### config.mk
export PLATFORM = sky130hd
export DESIGN_NAME = scc_spi_ctrl
export DESIGN_NICKNAME = d
export VERILOG_FILES = /design/src/scc_pkg.sv /design/src/scc_spi_ctrl.sv
export SDC_FILE = /design/constraint.sdc
export NUM_CORES = 1
export LEC_CHECK = 0
export BUFFER_PORTS_ARGS = -buffer_cell sky130_fd_sc_hd__buf_2
export CAP_MARGIN = 10
export CORE_MARGIN = 10
export CORE_UTILIZATION = 55
export CTS_BUF_LIST = sky130_fd_sc_hd__clkbuf_4 sky130_fd_sc_hd__clkbuf_8 sky130_fd_sc_hd__clkbuf_16
export CTS_CLUSTER_DIAMETER = 150
export DETAILED_ROUTE_END_ITERATION = 10
export GPL_TIMING_DRIVEN = 0
export HOLD_SLACK_MARGIN = 0.1
export PLACE_DENSITY = 0.75
export SYNTH_ARGS = -nofsm -noshare
export SYNTH_HDL_FRONTEND = slang
export SYNTH_SLANG_ARGS = --single-unit
### constraint.sdc
create_clock -name clk -period 5.6 [get_ports clk]
set_input_delay 0.56 -clock clk [delete_from_list [all_inputs] [get_ports clk]]
set_output_delay 0.56 -clock clk [all_outputs]
set_load 0.05 [all_outputs]
### src/scc_pkg.sv
package scc_pkg;

   localparam int ADDR_W = 2;

   // register word addresses
   localparam logic [1:0] SCC_ADDR_CTL1 = 2'h0;
   localparam logic [1:0] SCC_ADDR_CTL2 = 2'h1;
   localparam logic [1:0] SCC_ADDR_STAT = 2'h2;
   localparam logic [1:0] SCC_ADDR_DATA = 2'h3;

   // serial_control_one fields
   localparam int C1_RXIE = 7;
   localparam int C1_EN   = 6;
   localparam int C1_TXIE = 5;
   localparam int C1_ROLE = 4;
   localparam int C1_CLOCK_POLARITY = 3;
   localparam int C1_CLOCK_PHASE = 2;
   localparam int C1_SELECT_OUTPUT_ENABLE = 1;
   localparam int C1_LSBF = 0;

   // serial_control_two fields
   localparam int C2_FDE = 4;
   localparam int C2_SOE = 3;
   localparam int C2_WST = 1;
   localparam int C2_SWS = 0;

   // status fields
   localparam int ST_RXF = 7;
   localparam int ST_TXE = 5;
   localparam int ST_FLT = 4;

   localparam logic [7:0] CTL1_RST  = 8'h04;
   localparam logic [7:0] CTL2_RST  = 8'h00;
   localparam logic [7:0] CTL2_MASK = 8'h1B;
   localparam logic [7:0] BYTE_ZERO = 8'h00;

   // sixteen clock edges make one byte
   localparam logic [4:0] EDGE_LAST = 5'h0F;
   localparam logic [4:0] EDGE_ZERO = 5'h00;
   localparam int HALF_CYCLES_DEF   = 4;

   typedef enum logic [1:0] {
      ST_IDLE = 2'b00,
      ST_RUN  = 2'b01,
      ST_DONE = 2'b11
   } scc_state_type;

   typedef struct packed {
      logic sclk;
      logic mosi;
      logic miso;
      logic ss_n;
   } scc_pins_in_type;

   typedef struct packed {
      logic sclk_o;
      logic sclk_oe;
      logic mosi_o;
      logic mosi_oe;
      logic miso_o;
      logic miso_oe;
      logic ss_o;
      logic ss_oe;
   } scc_pins_out_type;

endpackage : scc_pkg

### src/scc_spi_ctrl.sv
`timescale 1ns/1ns
`default_nettype none

module scc_spi_ctrl #(
   parameter int HALF_CYCLES = scc_pkg::HALF_CYCLES_DEF
) (
   input  wire  logic                     clk,
   input  wire  logic                     arst_n,
   input  wire  logic [scc_pkg::ADDR_W-1:0] addr,
   input  wire  logic [7:0]               wr_data,
   input  wire  logic                     wr_stb,
   input  wire  logic                     rd_stb,
   output logic [7:0]                     rd_data,
   input  wire  scc_pkg::scc_pins_in_type pins_in,
   output scc_pkg::scc_pins_out_type      pins_out,
   input  wire  logic                     wait_mode,
   output logic                           irq
);
   import scc_pkg::*;

   function automatic logic [7:0] shift_in(input logic [7:0] s, input logic b, input logic lsb);
      shift_in = lsb ? {b, s[7:1]} : {s[6:0], b};
   endfunction : shift_in

   localparam logic [7:0] HALF_LAST = 8'(HALF_CYCLES - 1);

   logic [7:0]      ctl1_r, ctl2_r, rd_data_r;
   scc_pins_in_type pin_s1_r, pin_s2_r;
   logic            sclk_d_r;
   scc_state_type   state_r;
   logic [4:0]      edge_cnt_r;
   logic [7:0]      div_cnt_r, shift_r, txbuf_r, rxbuf_r;
   logic            sclk_lvl_r, lat_r, txfull_r, rxfull_r, fault_r;
   logic            rx_arm_r, tx_arm_r, flt_arm_r;

   ////////////////////////////////////////////////////////////////////////
   logic en, master, clock_polarity, clock_phase, select_output_enable, lsbf, fde, soe, sws, freeze;
   logic fault_in_mode, ss_auto, slave_sel, edge_p, sample_e, shift_e;
   logic din, dout, rx_full, tx_empty, done_go, m_start, s_start;
   logic stat_rd, data_rd, data_wr, c1_wr;

   assign en     = ctl1_r[C1_EN];
   assign master = ctl1_r[C1_ROLE];
   assign clock_polarity   = ctl1_r[C1_CLOCK_POLARITY];
   assign clock_phase   = ctl1_r[C1_CLOCK_PHASE];
   assign select_output_enable   = ctl1_r[C1_SELECT_OUTPUT_ENABLE];
   assign lsbf   = ctl1_r[C1_LSBF];
   assign fde    = ctl2_r[C2_FDE];
   assign soe    = ctl2_r[C2_SOE];
   assign sws    = ctl2_r[C2_SWS];
   assign freeze = ctl2_r[C2_WST] & wait_mode;

   assign fault_in_mode = en & master & fde & ~select_output_enable;
   assign ss_auto       = en & master & fde & select_output_enable;
   assign slave_sel     = en & ~master & ~pin_s2_r.ss_n;

   assign rx_full  = rxfull_r & en;
   assign tx_empty = ~txfull_r | ~en;

   assign stat_rd = rd_stb & (addr == SCC_ADDR_STAT);
   assign data_rd = rd_stb & (addr == SCC_ADDR_DATA);
   assign data_wr = wr_stb & (addr == SCC_ADDR_DATA);
   assign c1_wr   = wr_stb & (addr == SCC_ADDR_CTL1);

   ////////////////////////////////////////////////////////////////////////
   // register port
   always_ff @(posedge clk or negedge arst_n)
   begin
      if (!arst_n)
      begin
         ctl1_r <= CTL1_RST;
         ctl2_r <= CTL2_RST;
      end
      else if (wr_stb)
      begin
         if (addr == SCC_ADDR_CTL1)
            ctl1_r <= wr_data;
         if (addr == SCC_ADDR_CTL2)
            ctl2_r <= wr_data & CTL2_MASK;
      end
   end

   always_ff @(posedge clk or negedge arst_n)
   begin
      if (!arst_n)
         rd_data_r <= BYTE_ZERO;
      else if (rd_stb)
      begin
         unique case (addr)
            SCC_ADDR_CTL1: rd_data_r <= ctl1_r;
            SCC_ADDR_CTL2: rd_data_r <= ctl2_r & CTL2_MASK;
            SCC_ADDR_STAT: rd_data_r <= {rx_full, 1'b0, tx_empty, fault_r, 4'h0};
            SCC_ADDR_DATA: rd_data_r <= rxbuf_r;
         endcase
      end
   end
   assign rd_data = rd_data_r;

   ////////////////////////////////////////////////////////////////////////
   // pin synchronisers; only the second stage is looked at
   always_ff @(posedge clk or negedge arst_n)
   begin
      if (!arst_n)
      begin
         pin_s1_r <= '1;
         pin_s2_r <= '1;
         sclk_d_r <= 1'b1;
      end
      else
      begin
         pin_s1_r <= pins_in;
         pin_s2_r <= pin_s1_r;
         sclk_d_r <= pin_s2_r.sclk;
      end
   end

   ////////////////////////////////////////////////////////////////////////
   // bit engine
   assign edge_p = (state_r == ST_RUN) &
                   (master ? (div_cnt_r == HALF_LAST) : (pin_s2_r.sclk ^ sclk_d_r));
   assign sample_e = (edge_cnt_r[0] == clock_phase);
   assign shift_e  = ~sample_e & (clock_phase ? (edge_cnt_r != EDGE_ZERO) : (edge_cnt_r != EDGE_LAST));
   assign din  = master ? (sws ? pin_s2_r.mosi : pin_s2_r.miso)
                        : (sws ? pin_s2_r.miso : pin_s2_r.mosi);
   assign dout = lsbf ? shift_r[0] : shift_r[7];
   assign m_start = (state_r == ST_IDLE) & master & txfull_r & ~fault_r;
   assign s_start = (state_r == ST_IDLE) & slave_sel;
   assign done_go = (state_r == ST_DONE) & (~master | (div_cnt_r == HALF_LAST)) & ~freeze;

   // disable aborts and initialises the engine
   always_ff @(posedge clk or negedge arst_n)
   begin
      if (!arst_n)
      begin
         state_r    <= ST_IDLE;
         edge_cnt_r <= EDGE_ZERO;
         div_cnt_r  <= BYTE_ZERO;
         sclk_lvl_r <= 1'b0;
         shift_r    <= BYTE_ZERO;
         lat_r      <= 1'b0;
      end
      else if (!en || (master && fault_r) || (!master && state_r == ST_RUN && !slave_sel))
      begin
         state_r    <= ST_IDLE;
         edge_cnt_r <= EDGE_ZERO;
         div_cnt_r  <= BYTE_ZERO;
         sclk_lvl_r <= 1'b0;
         if (!en)
            shift_r <= BYTE_ZERO;
      end
      else if (!freeze)
      begin
         unique case (state_r)
            ST_IDLE:
            begin
               div_cnt_r  <= BYTE_ZERO;
               edge_cnt_r <= EDGE_ZERO;
               if (m_start || s_start)
               begin
                  state_r <= ST_RUN;
                  shift_r <= txfull_r ? txbuf_r : BYTE_ZERO;
               end
            end
            ST_RUN:
            begin
               div_cnt_r <= edge_p ? BYTE_ZERO : div_cnt_r + 8'h01;
               if (edge_p)
               begin
                  edge_cnt_r <= edge_cnt_r + 5'h01;
                  sclk_lvl_r <= ~sclk_lvl_r;
                  if (sample_e)
                     lat_r <= din;
                  if (shift_e)
                     shift_r <= shift_in(shift_r, lat_r, lsbf);
                  if (edge_cnt_r == EDGE_LAST)
                     state_r <= ST_DONE;
               end
            end
            ST_DONE:
            begin
               div_cnt_r <= div_cnt_r + 8'h01;
               if (done_go)
                  state_r <= ST_IDLE;
            end
            default: state_r <= ST_IDLE;
         endcase
      end
   end

   ////////////////////////////////////////////////////////////////////////
   // buffers and flags; a hardware set wins over a software clear
   always_ff @(posedge clk or negedge arst_n)
   begin
      if (!arst_n)
      begin
         txbuf_r  <= BYTE_ZERO;
         txfull_r <= 1'b0;
         tx_arm_r <= 1'b0;
      end
      else if (!en)
      begin
         txbuf_r  <= BYTE_ZERO;
         txfull_r <= 1'b0;
         tx_arm_r <= 1'b0;
      end
      else
      begin
         if (stat_rd && tx_empty)
            tx_arm_r <= 1'b1;
         else if (data_wr)
            tx_arm_r <= 1'b0;
         if (data_wr && tx_arm_r && !txfull_r)
         begin
            txbuf_r  <= wr_data;
            txfull_r <= 1'b1;
         end
         else if ((m_start || s_start) && !freeze && !(master && fault_r))
            txfull_r <= 1'b0;
      end
   end

   always_ff @(posedge clk or negedge arst_n)
   begin
      if (!arst_n)
      begin
         rxbuf_r  <= BYTE_ZERO;
         rxfull_r <= 1'b0;
         rx_arm_r <= 1'b0;
      end
      else if (!en)
      begin
         rxbuf_r  <= BYTE_ZERO;
         rxfull_r <= 1'b0;
         rx_arm_r <= 1'b0;
      end
      else
      begin
         if (stat_rd && rxfull_r)
            rx_arm_r <= 1'b1;
         else if (data_rd)
            rx_arm_r <= 1'b0;
         // a byte arriving while the buffer is still full is dropped
         if (done_go && !rxfull_r)
         begin
            rxbuf_r  <= shift_in(shift_r, lat_r, lsbf);
            rxfull_r <= 1'b1;
         end
         else if (done_go)
            rxfull_r <= 1'b1;
         else if (data_rd && rx_arm_r)
            rxfull_r <= 1'b0;
      end
   end

   always_ff @(posedge clk or negedge arst_n)
   begin
      if (!arst_n)
      begin
         fault_r   <= 1'b0;
         flt_arm_r <= 1'b0;
      end
      else
      begin
         if (stat_rd && fault_r)
            flt_arm_r <= 1'b1;
         else if (c1_wr)
            flt_arm_r <= 1'b0;
         // fault input low sets the flag
         if (fault_in_mode && !pin_s2_r.ss_n && !freeze)
            fault_r <= 1'b1;
         else if (c1_wr && flt_arm_r)
            fault_r <= 1'b0;
      end
   end

   ////////////////////////////////////////////////////////////////////////
   // receive, fault and transmit interrupt
   assign irq = (ctl1_r[C1_RXIE] & (rx_full | fault_r)) | (ctl1_r[C1_TXIE] & tx_empty);

   ////////////////////////////////////////////////////////////////////////
   // pin muxing; every enable is gated by the module enable
   always_comb
   begin
      pins_out = '0;
      pins_out.sclk_o  = clock_polarity ^ sclk_lvl_r;
      pins_out.sclk_oe = en & master;
      pins_out.mosi_o  = dout;
      pins_out.miso_o  = dout;
      // separate pins when single-wire is off
      pins_out.mosi_oe = en & master & (~sws | soe);
      pins_out.miso_oe = en & ~master & slave_sel & (~sws | soe);
      // select pin released without fault detect
      // automatic select output while a byte is moving
      pins_out.ss_o    = (state_r == ST_IDLE);
      pins_out.ss_oe   = ss_auto;
   end
endmodule : scc_spi_ctrl

`default_nettype wire

==> flow_metrics.tcl <==
set metrics [dict create \
    outcome "completed" \
    final_area_sq_um 4443 \
    num_io_pins 36 \
    synthDominantCellAreaShare_pct 42.80 \
    period_share_pct 43.36 \
    antennaDiodeCount 0 \
    slowest_stage "a21boi_1" \
    yosysUniqueCellTypes 60 \
    cts_tree "built" \
    gp_congestion 0.8284 \
    yosysSeqAreaShare_pct 49.61 \
    ys_top_cells_by_count "dfrtp_1, nor2_1, mux2_2, mux2i_1" \
    clk-insertion-delay-late_ns 0.36 \
    netlist_area_sq_um 3859 \
    die_h_um 103.8 \
    worstPathArrival_ns 2.67 \
    start_util_pct 56.80 \
    ys_warn_count 0 \
    yosys.area.top_type "dfrtp_1" \
    leakage_nw 2.002 \
    die_x_um 103.8 \
    worstPathRequired_ns 5.84 \
    drc 0 \
    drive_gt1_share_pct 27.11 \
    placed_area_sq_um 4179 \
    drtAntennaViolNets 0 \
    max_slew_margin_pct 55.78 \
    skew_ns 0.008734 \
    ys.flop_type "dfrtp_1" \
    synthArstFlopShare_pct 100.0 \
    dieArea_sq_um 10770 \
    synth.net_count 373 \
    cp_cell_sequence "clkbuf_8, a21boi_1, nand3_1, nor2_1, a211o_1, buf_2, mux2_2" \
    setup_violations 0 \
    grt_usage_pct 16.32 \
    pre_cts_ws_ns 3.193 \
    grt_max_degree 57 \
    via_per_inst 5.612 \
    grt_pass1_vias 2933 \
    worst_slew_pin_slew_ns 0.6626 \
    syn_area_per_cell_sq_um 11.02 \
    numPortBuffers 34 \
    vias 2795 \
    row_count 30 \
    finalSetupTns_ns 0 \
    drt_wl_total_um 8604 \
    clockBufferDepth 2 \
    max_freq_mhz 411.8 \
    hold_viol_final 0 \
    htree_num_levels 3 \
    setup_slack_ns 3.172 \
    crit_family "simple AND/OR/NAND/NOR gates" \
    syn2layout_area_growth_pct 15.14 \
    antenna_found_initial 0 \
    drt_iter0_drc 115 \
    slew_viol_final 0 \
    worst-path-buf-inv 2 \
    dr.pass1.iters 4 \
    yosys-top-cells-area "dfrtp_1, dfstp_2, mux2_2" \
    power_density_nw_per_um2 363.3 \
    rsz0062_at_grt "no" \
    syn_inst 350 \
    yosysMostFrequentCell "dfrtp_1" \
    ir_drop_mv 0.2318 \
    critical-path-max-stage-delay_ns 0.44 \
    cap_violations 0 \
    cp-end-kind "flip-flop" \
    cts.sinks 76 \
    core_region_area_sq_um 6794 \
    dpl.hpwl_um 6244 \
    fin_crit_ns 2.428 \
    clk_pin_slew_ns 0.08 \
    cts_root_buf "clkbuf_8" \
    grt_pass1_wl_um 14420 \
    fin_nets 420 \
    numCtsBuffers 9 \
    total_power_mw 1.614 \
    postCtsSetupBuffers 0 \
    wl_per_cell_um 17.28 \
    worstPathMaxFanout 10 \
    holdCritPathClass "in2reg" \
    grt-ovfl-total 0 \
    critPathKind "reg2reg" \
    synth-edff-count 0 \
    synth-seq-cells 76 \
    critPathLaunchType "flip-flop" \
]
==> flip-flops by register name (all words and copies together) (netlist names), 2 cells and up <==
name and count:
pin_s2_r 4, pin_s1_r 4, state_r 2, shift_r 8, div_cnt_r 8, rxbuf_r 8, rd_data 8, txbuf_r 8
edge_cnt_r 5, ctl1_r 8, ctl2_r 4
==> worst paths after layout <==
path                                       startpoint                        end  slack, ns  cells past startpoint
worst max-delay path            ctl1_r[4]$_DFFE_PN0P_     shift_r[2]$_DFFE_PN0P_       3.17                      7
worst min-delay path                       pins_in[0]      pin_s1_r[0]$_DFF_PN1_       0.29                      1
worst max register to register  ctl1_r[4]$_DFFE_PN0P_     shift_r[2]$_DFFE_PN0P_       3.17                      7
worst min register to register  pin_s1_r[2]$_DFF_PN1_      pin_s2_r[2]$_DFF_PN1_       0.36                      0
max in group asynchronous                      arst_n      ctl1_r[2]$_DFFE_PN1P_       4.37                      3
min in group asynchronous                      arst_n  edge_cnt_r[3]$_DFFE_PN0P_       0.63                      2
==> per-stage QoR <==
stage	instances	util, %	hold slack (ns)
floorplan	350	-	0.2644
global placement	480	61.07	0.3462
detailed placement	481	61.51	0.3475
CTS	498	65.40	0.2815
global route	498	65.40	0.2800
finish	498	65.40	0.2897
==> cell type report <==
type	instances	area (sq um)
Buffer	21	130.1
Clock buffer	12	158.9
Clock inverter	4	95.09
Fill cell	554	2351
Inverter	6	22.52
Multi-Input combinational cell	247	1792
Sequential cell	76	1914
Tap cell	96	120.1
Timing Repair Buffer	36	210.2
==> kinds of logic after synthesis <==
kind of cell / Yosys count / synth area share (%)
adders and majority gates: 4 / 1.297
DFF: 76 / 49.61
and+or+nand+nor: 119 / 15.92
buffers and inverters: 27 / 3.955
xor gates and xnor gates: 7 / 1.589
AOI/OAI and AO/OA: 70 / 14.24
muxes: 47 / 13.39
==> power by group <==
part	internal (mW)	leakage, nW	switching (mW)
registers	0.600	0.983	0.0502
logic	0.163	0.889	0.273
clock network	0.325	0.130	0.203
==> repair_timing <==
action                    4_1_cts  5_1_grt
hold buffers                    1        0
hold endpoints to repair       15        0
resized for setup               0        0
==> cells in the final DEF (no fill, tap or decap), drive strengths merged, types with 3 or more instances in the layout <==
cell      n
a21oi    14
nand3     9
xor2      3
nand2b    6
o21ai     8
a31oi    11
bufinv    3
and3      4
nor2     45
a22oi     4
dfrtp    66
inv       6
o2bb2ai   8
ha        4
nor2b    17
mux2i    19
xnor2     4
a21boi    3
nand2    17
dfstp    10
and2      4
a21o      3
mux2     27
buf      46
clkbuf   22
a22o      4
==> metal layers <==
layer	up-vias	global-route usage (%)	wire length, um	part of all wire, %
li1	1341	-	-	-
met2	62	27.34	4327	50
met1	1380	19.88	3740	43
met5	-	0	0	0
met3	12	3.036	375	4.4
met4	0	7.455	160	1.9
Note: power is estimated with default switching activity, not from simulation.
